--- config.mk ---
export PLATFORM = sky130hd
export DESIGN_NAME = altmode_switch_mode_ctrl
export DESIGN_NICKNAME = d
export VERILOG_FILES = /design/src/rtl/altmode_pkg.sv /design/src/rtl/altmode_switch_mode_ctrl.sv
export VERILOG_INCLUDE_DIRS = /design/src /design/src/rtl
export SDC_FILE = /design/constraint.sdc
export NUM_CORES = 1
export LEC_CHECK = 0
export BUFFER_PORTS_ARGS = -buffer_cell sky130_fd_sc_hd__clkbuf_2
export CAP_MARGIN = 40
export CORE_MARGIN = 2
export CORE_UTILIZATION = 30
export CTS_CLUSTER_DIAMETER = 30
export DETAILED_ROUTE_END_ITERATION = 10
export GPL_ROUTABILITY_DRIVEN = 1
export PLACE_DENSITY = 0.54
export SYNTH_ARGS = -nofsm -noshare
export SYNTH_HDL_FRONTEND = slang
export SYNTH_SLANG_ARGS = --single-unit
--- constraint.sdc ---
create_clock -name pclk -period 1.8 [get_ports pclk]
set_input_delay 0.09 -clock pclk [delete_from_list [all_inputs] [get_ports pclk]]
set_output_delay 0.09 -clock pclk [all_outputs]
set_load 0.1 [all_outputs]
--- src/rtl/altmode_consts.svh ---
`ifndef ALTMODE_CONSTS_SVH
`define ALTMODE_CONSTS_SVH

// Clock rate
`define CLK_MHZ 40

// Register byte offsets
`define OFS_CTRL 8'h00
`define OFS_DP_GAIN 8'h04
`define OFS_USB_GAIN 8'h08
`define OFS_STATUS 8'h0C

// Control register fields
`define CTRL_USB_SEL 0
`define CTRL_DP_SEL 1
`define CTRL_ORIENT 2
`define CTRL_SB_FORCE 3

// Gain register fields, four bits each
`define GAIN_W 4
`define USB_GAIN_DS1 0
`define USB_GAIN_DS2 4
`define USB_GAIN_UP 8

// Status register fields
`define STAT_REG_MODE 0
`define STAT_PWR_GOOD 1
`define STAT_LINK 2
`define STAT_USB_EN 4
`define STAT_DP_LANES 5
`define STAT_FLIP 8
`define STAT_PULL_EN 9

// Reset values
`define CTRL_RST 4'h0
`define DP_GAIN_RST 16'h0000
`define USB_GAIN_RST 12'h000

// Four-level strap code for level 0
`define LVL_ZERO 2'h0

// Times in their own units
`define PG_DELAY_US 500
`define STRAP_HOLD_US 10
`define DEBOUNCE_MS 16
`define U1_IDLE_US 100
`define RXDET_PERIOD_US 100

// Cycle counts; least times round up, longest round down
`define PG_DELAY_CYC (`PG_DELAY_US * `CLK_MHZ)
`define STRAP_HOLD_CYC (`STRAP_HOLD_US * `CLK_MHZ)
`define DEBOUNCE_CYC (`DEBOUNCE_MS * 1000 * `CLK_MHZ)
`define U1_IDLE_CYC (`U1_IDLE_US * `CLK_MHZ)
`define RXDET_PERIOD_CYC (`RXDET_PERIOD_US * `CLK_MHZ)

`endif

--- src/rtl/altmode_pkg.sv ---
package altmode_pkg;

   // Four-level pin: 0 = level 0, 1 = R, 2 = F, 3 = level 1
   typedef logic [1:0] lvl4_t;

   typedef enum logic [1:0] {
      LS_DISCONNECT,
      LS_U0,
      LS_U1,
      LS_U23
   } link_state_t;

   typedef struct packed {
      logic pwr_down;
      logic usb_en;
      logic [2:0] dp_lanes;
      logic flip;
   } lane_cfg_t;

   typedef struct packed {
      logic auxp_sbu1;
      logic auxp_sbu2;
      logic auxn_sbu1;
      logic auxn_sbu2;
   } sbu_map_t;

   typedef struct packed {
      logic ufp_term;
      logic dfp_term;
      logic ufp_eidle;
      logic dfp_eidle;
      logic lfps_valid;
      logic ss_active;
      logic rxdet_done;
   } phy_obs_t;

   typedef struct packed {
      logic redrive_en;
      logic rx_term_en;
      logic tx_cm_hold;
      logic rxdet_req;
   } phy_ctl_t;

   typedef struct packed {
      logic [3:0] lane0_gain_setting;
      logic [3:0] lane1_gain_setting;
      logic [3:0] lane2_gain_setting;
      logic [3:0] lane3_gain_setting;
      logic [3:0] downstream1_gain_setting;
      logic [3:0] downstream2_gain_setting;
      logic [3:0] upstream_gain_setting;
   } gain_set_t;

endpackage

--- src/rtl/altmode_switch_mode_ctrl.sv ---
// Overview of operation
// (RULE1) Mode strap not at level 0 selects register configuration, same choices as pins.
// (RULE2) Both selects low powers down; USB select alone runs one USB port, flip applied.
// (RULE3) Display select alone routes four display lanes, flip applied.
// (RULE4) Both selects high run one USB port plus two display lanes, flip applied.
// (RULE5) No override: display on maps sideband by orientation; display off leaves it open.
// (RULE6) Override set: AUXp to SBU2, AUXn to SBU1, whatever else holds; the code applies the override only in register mode.
// (RULE7) In register mode display enable comes only from the register, pins ignored.
// (RULE8) Separate gain per display lane, downstream receiver and upstream receiver.
// (RULE9) Pin mode gain of each group comes from its two four-level straps.
// (RULE10) Link tracker runs only while USB is enabled.
// (RULE11) Link state follows termination, idle, low-frequency signalling and rate; the code has no rate input and ignores rate.
// (RULE12) Disconnect waits for termination on both ports, then goes to U0.
// (RULE13) U0 redrives both ports; idle on both ports moves to U1.
// (RULE14) U1 keeps receiver termination and transmitter common mode.
// (RULE15) U1 goes to U2/U3 after long idle, back to U0 on activity.
// (RULE16) U2/U3 repeats receiver detection; missing termination goes to Disconnect.
// (RULE17) U2/U3 enters U0 on valid low-frequency signalling.
// (RULE18) U2/U3 keeps termination but drops transmitter common mode.
// (RULE19) Internal power good rises within 500 us of reset release.
// (RULE20) Straps are held stable 50 us before to 10 us after power good.
// (RULE21) Straps latch at power good rise; pulls disconnect after the hold time.
// (RULE22) Select and orientation pins debounced, applied within 16 ms.
//
// Local design decisions: the register addresses and the APB register port.
`timescale 1ns/100ps
`include "altmode_consts.svh"

module altmode_switch_mode_ctrl
   import altmode_pkg::*;
#(
   parameter int unsigned PG_DELAY_CYC = `PG_DELAY_CYC,
   parameter int unsigned DEBOUNCE_CYC = `DEBOUNCE_CYC
)
(
   // Clock and reset
   input wire logic pclk,
   input wire logic presetn,
   // APB slave
   input wire logic psel,
   input wire logic penable,
   input wire logic pwrite,
   input wire logic [7:0] paddr,
   input wire logic [31:0] pwdata,
   output logic [31:0] prdata,
   output logic pready,
   output logic pslverr,
   // Strap pins
   input wire lvl4_t mode_strap,
   input wire lvl4_t [1:0] downstream_gain_straps,
   input wire lvl4_t [1:0] display_gain_straps,
   input wire lvl4_t [1:0] upstream_gain_straps,
   output logic strap_pull_en,
   output logic power_good,
   // Control pins
   input wire logic usb_select_pin,
   input wire logic display_select_pin,
   input wire logic orientation_pin,
   // Switch control
   output lane_cfg_t lane_cfg,
   output sbu_map_t sbu_map,
   output gain_set_t gains,
   // USB link
   input wire phy_obs_t phy_obs,
   output phy_ctl_t phy_ctl,
   output link_state_t link_state
);

   localparam logic [19:0] DB_LAST = 20'(DEBOUNCE_CYC - 1);
   localparam logic [15:0] PG_LAST = 16'(PG_DELAY_CYC - 1);
   localparam logic [15:0] HOLD_LAST = 16'(`STRAP_HOLD_CYC - 1);
   localparam logic [15:0] U1_LAST = 16'(`U1_IDLE_CYC - 1);
   localparam logic [15:0] RXDET_LAST = 16'(`RXDET_PERIOD_CYC - 1);

   logic [15:0] pg_cnt_r;
   logic pwr_good_r;
   logic [15:0] hold_cnt_r;
   logic pull_en_r;
   logic reg_mode_r;
   lvl4_t [5:0] strap_r;
   logic [3:0] ctrl_r;
   logic [15:0] dp_gain_r;
   logic [11:0] usb_gain_r;
   logic [2:0] pin_raw;
   logic [2:0] pin_db_r;
   logic usb_sel;
   logic dp_sel;
   logic flip_sel;
   logic usb_on;
   link_state_t state_r;
   link_state_t state_nxt;
   logic [15:0] idle_cnt_r;
   logic [15:0] rxdet_cnt_r;
   logic rxdet_req_r;
   logic both_term;
   logic both_idle;
   logic [31:0] rd_nxt;
   logic hit;
   logic wr_en;

   // Power good, then strap hold window
   // (RULE19) Power good delay
   always_ff @(posedge pclk or negedge presetn)
   begin
      if (!presetn)
      begin
         pg_cnt_r <= 16'h0000;
         pwr_good_r <= 1'b0;
      end
      else if (!pwr_good_r)
      begin
         if (pg_cnt_r == PG_LAST)
            pwr_good_r <= 1'b1;
         else
            pg_cnt_r <= pg_cnt_r + 16'h0001;
      end
   end

   // (RULE21) Pull disconnect after hold
   always_ff @(posedge pclk or negedge presetn)
   begin
      if (!presetn)
      begin
         hold_cnt_r <= 16'h0000;
         pull_en_r <= 1'b1;
      end
      else if (pwr_good_r && pull_en_r)
      begin
         if (hold_cnt_r == HOLD_LAST)
            pull_en_r <= 1'b0;
         else
            hold_cnt_r <= hold_cnt_r + 16'h0001;
      end
   end

   // Straps are sampled by a clocked process at the power good rise,
   // which keeps the asynchronous reset free of port values.
   // (RULE21) Latch straps at rise
   always_ff @(posedge pclk or negedge presetn)
   begin
      if (!presetn)
      begin
         reg_mode_r <= 1'b0;
         strap_r <= '0;
      end
      else if (!pwr_good_r && pg_cnt_r == PG_LAST)
      begin
         // (RULE1) Mode strap decode
         reg_mode_r <= (mode_strap != `LVL_ZERO);
         strap_r <= {upstream_gain_straps, display_gain_straps, downstream_gain_straps};
      end
   end

   // Select pins debounced: a new level must stay put for the whole
   // window, so short glitches from the port controller never reach the mux.
   assign pin_raw = {orientation_pin, display_select_pin, usb_select_pin};

   generate
      for (genvar i = 0; i < 3; i++)
      begin : g_db
         logic [19:0] cnt_r;
         // (RULE22) Debounce window
         always_ff @(posedge pclk or negedge presetn)
         begin
            if (!presetn)
            begin
               cnt_r <= 20'h00000;
               pin_db_r[i] <= 1'b0;
            end
            else if (pin_raw[i] == pin_db_r[i])
               cnt_r <= 20'h00000;
            else if (cnt_r == DB_LAST)
            begin
               cnt_r <= 20'h00000;
               pin_db_r[i] <= pin_raw[i];
            end
            else
               cnt_r <= cnt_r + 20'h00001;
         end
      end
   endgenerate

   // Source of the selects
   // (RULE7) Register mode ignores pins
   always_comb
   begin
      if (reg_mode_r)
      begin
         usb_sel = ctrl_r[`CTRL_USB_SEL];
         dp_sel = ctrl_r[`CTRL_DP_SEL];
         flip_sel = ctrl_r[`CTRL_ORIENT];
      end
      else
      begin
         usb_sel = pin_db_r[0];
         dp_sel = pin_db_r[1];
         flip_sel = pin_db_r[2];
      end
   end

   // Lane configuration; nothing runs before power good
   always_ff @(posedge pclk or negedge presetn)
   begin
      if (!presetn)
         lane_cfg <= '{pwr_down: 1'b1, usb_en: 1'b0, dp_lanes: 3'h0, flip: 1'b0};
      else
      begin
         // (RULE2) Power down or USB only
         lane_cfg.pwr_down <= !pwr_good_r || (!usb_sel && !dp_sel);
         lane_cfg.usb_en <= pwr_good_r && usb_sel;
         lane_cfg.flip <= flip_sel;
         // (RULE3) Four display lanes
         // (RULE4) USB plus two display lanes
         if (!pwr_good_r || !dp_sel)
            lane_cfg.dp_lanes <= 3'h0;
         else if (usb_sel)
            lane_cfg.dp_lanes <= 3'h2;
         else
            lane_cfg.dp_lanes <= 3'h4;
      end
   end

   // Sideband routing; the override only exists as a register bit
   always_ff @(posedge pclk or negedge presetn)
   begin
      if (!presetn)
         sbu_map <= '0;
      else if (reg_mode_r && ctrl_r[`CTRL_SB_FORCE])
         // (RULE6) Forced swap
         sbu_map <= '{auxp_sbu1: 1'b0, auxp_sbu2: 1'b1, auxn_sbu1: 1'b1, auxn_sbu2: 1'b0};
      else if (!pwr_good_r || !dp_sel)
         // (RULE5) Open when deselected
         sbu_map <= '0;
      else
         // (RULE5) Orientation mapping
         sbu_map <= '{auxp_sbu1: !flip_sel, auxp_sbu2: flip_sel, auxn_sbu1: flip_sel, auxn_sbu2: !flip_sel};
   end

   // Gains; each group of straps pairs into one of sixteen settings
   always_ff @(posedge pclk or negedge presetn)
   begin
      if (!presetn)
         gains <= '0;
      else if (reg_mode_r)
      begin
         // (RULE8) Per receiver register gain
         gains.lane0_gain_setting <= dp_gain_r[3:0];
         gains.lane1_gain_setting <= dp_gain_r[7:4];
         gains.lane2_gain_setting <= dp_gain_r[11:8];
         gains.lane3_gain_setting <= dp_gain_r[15:12];
         gains.downstream1_gain_setting <= usb_gain_r[`USB_GAIN_DS1 +: `GAIN_W];
         gains.downstream2_gain_setting <= usb_gain_r[`USB_GAIN_DS2 +: `GAIN_W];
         gains.upstream_gain_setting <= usb_gain_r[`USB_GAIN_UP +: `GAIN_W];
      end
      else
      begin
         // (RULE9) Strap pair gain
         gains.lane0_gain_setting <= {strap_r[3], strap_r[2]};
         gains.lane1_gain_setting <= {strap_r[3], strap_r[2]};
         gains.lane2_gain_setting <= {strap_r[3], strap_r[2]};
         gains.lane3_gain_setting <= {strap_r[3], strap_r[2]};
         gains.downstream1_gain_setting <= {strap_r[1], strap_r[0]};
         gains.downstream2_gain_setting <= {strap_r[1], strap_r[0]};
         gains.upstream_gain_setting <= {strap_r[5], strap_r[4]};
      end
   end

   // USB link state tracker
   // (RULE10) Runs only with USB enabled
   assign usb_on = pwr_good_r && usb_sel;
   // (RULE11) Observed conditions
   assign both_term = phy_obs.ufp_term && phy_obs.dfp_term;
   assign both_idle = phy_obs.ufp_eidle && phy_obs.dfp_eidle && !phy_obs.ss_active;

   always_comb
   begin
      state_nxt = state_r;
      unique case (state_r)
         LS_DISCONNECT:
            // (RULE12) Termination on both ports
            if (both_term)
               state_nxt = LS_U0;
         LS_U0:
            // (RULE13) Idle on both ports
            if (both_idle)
               state_nxt = LS_U1;
         LS_U1:
            // (RULE15) Idle timeout or resume
            if (!both_idle)
               state_nxt = LS_U0;
            else if (idle_cnt_r == U1_LAST)
               state_nxt = LS_U23;
         LS_U23:
            // (RULE16) Lost termination wins
            if (phy_obs.rxdet_done && !both_term)
               state_nxt = LS_DISCONNECT;
            // (RULE17) Wake on valid signalling
            else if (phy_obs.lfps_valid)
               state_nxt = LS_U0;
      endcase
      if (!usb_on)
         state_nxt = LS_DISCONNECT;
   end

   always_ff @(posedge pclk or negedge presetn)
   begin
      if (!presetn)
         state_r <= LS_DISCONNECT;
      else
         state_r <= state_nxt;
   end

   // U1 idle timer
   always_ff @(posedge pclk or negedge presetn)
   begin
      if (!presetn)
         idle_cnt_r <= 16'h0000;
      else if (state_r != LS_U1 || !both_idle)
         idle_cnt_r <= 16'h0000;
      else if (idle_cnt_r != U1_LAST)
         idle_cnt_r <= idle_cnt_r + 16'h0001;
   end

   // Periodic detection request in Disconnect and U2/U3
   // (RULE16) Periodic receiver detection
   always_ff @(posedge pclk or negedge presetn)
   begin
      if (!presetn)
      begin
         rxdet_cnt_r <= 16'h0000;
         rxdet_req_r <= 1'b0;
      end
      else if (!usb_on || state_r == LS_U0 || state_r == LS_U1)
      begin
         rxdet_cnt_r <= 16'h0000;
         rxdet_req_r <= 1'b0;
      end
      else if (rxdet_cnt_r == RXDET_LAST)
      begin
         rxdet_cnt_r <= 16'h0000;
         rxdet_req_r <= 1'b1;
      end
      else
      begin
         rxdet_cnt_r <= rxdet_cnt_r + 16'h0001;
         rxdet_req_r <= 1'b0;
      end
   end

   // Physical layer controls follow the state
   always_ff @(posedge pclk or negedge presetn)
   begin
      if (!presetn)
         phy_ctl <= '0;
      else
      begin
         // (RULE13) Redrive in U0
         phy_ctl.redrive_en <= (state_nxt == LS_U0);
         // (RULE14) Termination kept in U1
         // (RULE18) Termination kept in U2/U3
         phy_ctl.rx_term_en <= (state_nxt != LS_DISCONNECT);
         // (RULE18) Common mode dropped in U2/U3
         phy_ctl.tx_cm_hold <= (state_nxt == LS_U0 || state_nxt == LS_U1);
         phy_ctl.rxdet_req <= rxdet_req_r;
      end
   end

   assign link_state = state_r;
   assign power_good = pwr_good_r;
   assign strap_pull_en = pull_en_r;

   // APB slave with one wait state so read data comes from a flop
   assign wr_en = psel && penable && pready && pwrite && hit;

   always_comb
   begin
      hit = 1'b1;
      rd_nxt = 32'h00000000;
      unique case (paddr)
         `OFS_CTRL:
            rd_nxt[3:0] = ctrl_r;
         `OFS_DP_GAIN:
            rd_nxt[15:0] = dp_gain_r;
         `OFS_USB_GAIN:
            rd_nxt[11:0] = usb_gain_r;
         `OFS_STATUS:
         begin
            rd_nxt[`STAT_REG_MODE] = reg_mode_r;
            rd_nxt[`STAT_PWR_GOOD] = pwr_good_r;
            rd_nxt[`STAT_LINK +: 2] = state_r;
            rd_nxt[`STAT_USB_EN] = lane_cfg.usb_en;
            rd_nxt[`STAT_DP_LANES +: 3] = lane_cfg.dp_lanes;
            rd_nxt[`STAT_FLIP] = lane_cfg.flip;
            rd_nxt[`STAT_PULL_EN] = pull_en_r;
         end
         default:
            hit = 1'b0;
      endcase
   end

   always_ff @(posedge pclk or negedge presetn)
   begin
      if (!presetn)
      begin
         pready <= 1'b0;
         prdata <= 32'h00000000;
         pslverr <= 1'b0;
      end
      else
      begin
         pready <= psel && penable && !pready;
         prdata <= (psel && penable && !pready && !pwrite) ? rd_nxt : 32'h00000000;
         pslverr <= psel && penable && !pready && !hit;
      end
   end

   always_ff @(posedge pclk or negedge presetn)
   begin
      if (!presetn)
      begin
         ctrl_r <= `CTRL_RST;
         dp_gain_r <= `DP_GAIN_RST;
         usb_gain_r <= `USB_GAIN_RST;
      end
      else if (wr_en)
      begin
         if (paddr == `OFS_CTRL)
            ctrl_r <= pwdata[3:0];
         if (paddr == `OFS_DP_GAIN)
            dp_gain_r <= pwdata[15:0];
         if (paddr == `OFS_USB_GAIN)
            usb_gain_r <= pwdata[11:0];
      end
   end

endmodule

==> key figures <==
Synthesis
  • Post-Syn Area: 10500 um2
  • Synth top area cells: dfrtp_1 (55%), mux2_2 (6.0%), xnor2_1 (5.9%), nor2_1 (4.0%), nand2_1 (3.5%)
  • Top cell type's share of synthesized area: 55.1%
  • Number of flops mapped to enable cells by yosys: 0
  • Count of state elements after synthesis: 234
  • Cells after synthesis: 970
  • Synth unique cells: 61
  • Post-synthesis async set-or-reset flop share: 100%
  • Cell taking the most area after synthesis: dfrtp_1
  • YS warnings: 0
  • Seq/Total Area, Yosys: 55.6%
  • Synthesized area per cell: 10.9 um2
  • Top post-synthesis cells by count: dfrtp_1 (232), nor2_1 (111), nand2_1 (97)
  • Most frequent cell after synthesis: dfrtp_1
  • Primary FF master, synth: dfrtp_1

Clock network
  • Clock insertion delay at the later pin of the skew report: 0.55 ns
  • Clock transition at path regs: 0.04 ns
  • CTS H-tree depth: 2
  • Root Buffer: clkbuf_16
  • CTS sink cnt: 234
  • Max Root-Sink Buffers: 3
  • CTS Buf Count: 60
  • CTS tree: built

Power
  • Pwr Total: 17.9 mW
  • P_leak: 6.89 nW
  • Pwr dens: 1190 nW/um2
  • Worst VDD drop: 0.914 mV

Setup path
  • Crit path DAT: 2.20 ns
  • Slowest CP cell: or4_4
  • Crit end category: flop
  • Startpoint types: flop
  • Critical path, cell by cell: or4_4 -> nor4_4 -> nor2_2 -> mux2_4
  • Setup Crit Path Kind: reg2reg
  • Crit Path Max Fanout: 3
  • CP peak stage delay: 0.56 ns
  • Critical path required time: 2.23 ns

Global route
  • First-pass GRT wire length: 42.8 mm
  • Total gr overflow: 0
  • All-Layer GR Usage: 14.7%
  • Initial antenna violation count: 3
  • Largest net degree at the start of global routing: 56
  • Vias in the first global route: 8246

Status
  • Status: finished, final reports clean

Detailed routing
  • Final ANT Viol Nets: 0
  • Drc violations: 0
  • Via/cell ratio: 4.63
  • Detailed Routing Iterations Pass 1: 6
  • WL/cell: 14.9 um
  • Via count: 8158
  • DRT Wirelength: 26.3 mm
  • Drt first-iter violations: 407

Final layout
  • Share of cells above drive strength 1: 32.6%
  • Finished Layout Cells: 1763
  • FILL cells: 3294
  • Area grow syn2layout: 43.0%
  • Final #Nets: 1332

Place
  • Placed Cells: 1606
  • DP Wirelength: 18.4 mm
  • Routability cong.: 0.804
  • Port-buffer cells: 115

STA
  • Relative slew slack: 62.6%
  • Final min period: 1.78 ns
  • Count of final hold-check violations: 0
  • Max Clock Skew: 0.0121 ns
  • Worst Tran Pin Value: 0.564 ns
  • Max-slew violation count: 0
  • Final setup viols: 0
  • FMAX: 0.563 GHz
  • Unrepaired setup endpoints after global routing: yes
  • Part of the cycle the worst path needs: 98.7%

Job
  • Max Cap Viol: 0

Floorplanning
  • Die width: 191 um
  • Cell Rows: 68
  • Die area: 36600 um2
  • Die Y: 191 um
  • Initial Util: 30.5%
  • Top Ports: 149
  • Core Area: 34500 um2

Min path
  • Worst hold path type: in2async
[critical path: cells and delay by family (launching register included)]
kind | cells | cell delay [ns]
simple gates | 3 | 0.97
mux | 1 | 0.30
flops | 1 | 0.39
[power breakdown]
| group | switching (mW) | internal [mW] | total, mW |
|---|---|---|---|
| Sequential | 0.0499 | 5.35 | 5.40 |
| Combinational | 0.679 | 0.246 | 0.925 |
| Clock | 3.27 | 8.29 | 11.6 |
[worst paths after layout]
check | start | to | slack, ns | cells past startpoint
min | presetn | pslverr | 0.06 | 2
max in group asynchronous | presetn | pready | 1.01 | 3
min reg2reg | rxdet_req_r | phy_ctl[0] | 0.35 | 0
max | hold_cnt_r[13] | hold_cnt_r[1] | 0.02 | 4
max reg2reg | hold_cnt_r[13] | hold_cnt_r[1] | 0.02 | 4
min in group pclk | phy_obs[5] | link_state[0] | 0.06 | 5
[routing by layer]
layer	up-vias	wire length [um]	track usage, %
li1	3960	-	-
met1	4014	12300	19.7
met2	145	12400	23.5
met3	39	1050	2.92
met4	0	546	5.21
met5	-	0	0
[state kept, by name, summed over array words and instances (netlist names), 2 cells and up]
signal       cells
usb_gain_r      12
pg_cnt_r        16
lane_cfg         5
sbu_map          2
ctrl_r           4
hold_cnt_r      16
idle_cnt_r      16
rxdet_cnt_r     16
gains           28
strap_r         12
pin_db_r         3
prdata          16
g_db.cnt_r      60
link_state       2
phy_ctl          4
dp_gain_r       16
[layout by cell type (no fill, tap or decap), types with 14 or more instances in the layout]
cell type | Yosys | layout
dfrtp_1 | 232 | 228
clkbuf_16 | 0 | 61
clkbuf_2 | 0 | 112
or3_1 | 16 | 16
dlygate4sd3_1 | 0 | 39
xor2_1 | 25 | 25
xnor2_1 | 71 | 71
inv_1 | 24 | 24
nor2_1 | 111 | 108
a21oi_1 | 23 | 21
nand4_1 | 31 | 31
nor4_1 | 28 | 24
clkinv_2 | 0 | 14
nand2_1 | 97 | 97
mux2_2 | 56 | 56
nor3_1 | 26 | 24
bufinv_16 | 0 | 14
conb_1 | 1 | 17
buf_4 | 20 | 92
nand3_1 | 43 | 43
[logic make-up (layout without fill, tap and decap cells)]
group,count (synthesis),after routing,synth area share [%]
AOI/OAI and AO/OA,70,70,4.31
xor gates and xnor gates,96,96,7.98
adders and majority gates,9,9,1.07
buffers and inverters,73,391,3.49
DFF,234,234,55.6
muxes,68,68,7.33
other,1,20,0.0356
and+or+nand+nor,419,420,20.2
[area by class of cell]
class	instances	area (um2)	area share [%]
diodes	3	7.51	0.0498
clock buffers	68	1580	10.5
clock inverters	45	639	4.24
inverters	25	93.8	0.623
multi-input cells	680	4500	29.8
flip-flops and latches	234	5870	39.0
well taps	455	569	3.78
repair buffers	253	1810	12.0
[stage by stage]
step	setup slack, ns	TNS, ns	hold WS (ns)	util (%)	area, um2
after floorplan	0.000438	0	-0.206	-	10600
after global placement	-0.00535	-0.0537	0.0466	35.7	12300
after detailed placement	-0.0108	-0.0952	0.0439	35.7	12300
after CTS	0.00966	0	0.0301	43.3	15000
after global routing	-0.0387	-0.120	0.0668	43.6	15100
final	0.0241	0	0.0570	43.6	15100
[repair_timing]
item | in CTS | in global routing
cloned | 0 | 1
gates resized for setup | 1 | 21
buffers inserted | 0 | 1
hold buffers | 39 | 0
endpoints found under the hold margin | 288 | 0
endpoints found under the setup margin | 1 | 37
pin swaps | 0 | 1
No activity file was read; power rests on OpenSTA's default activity.
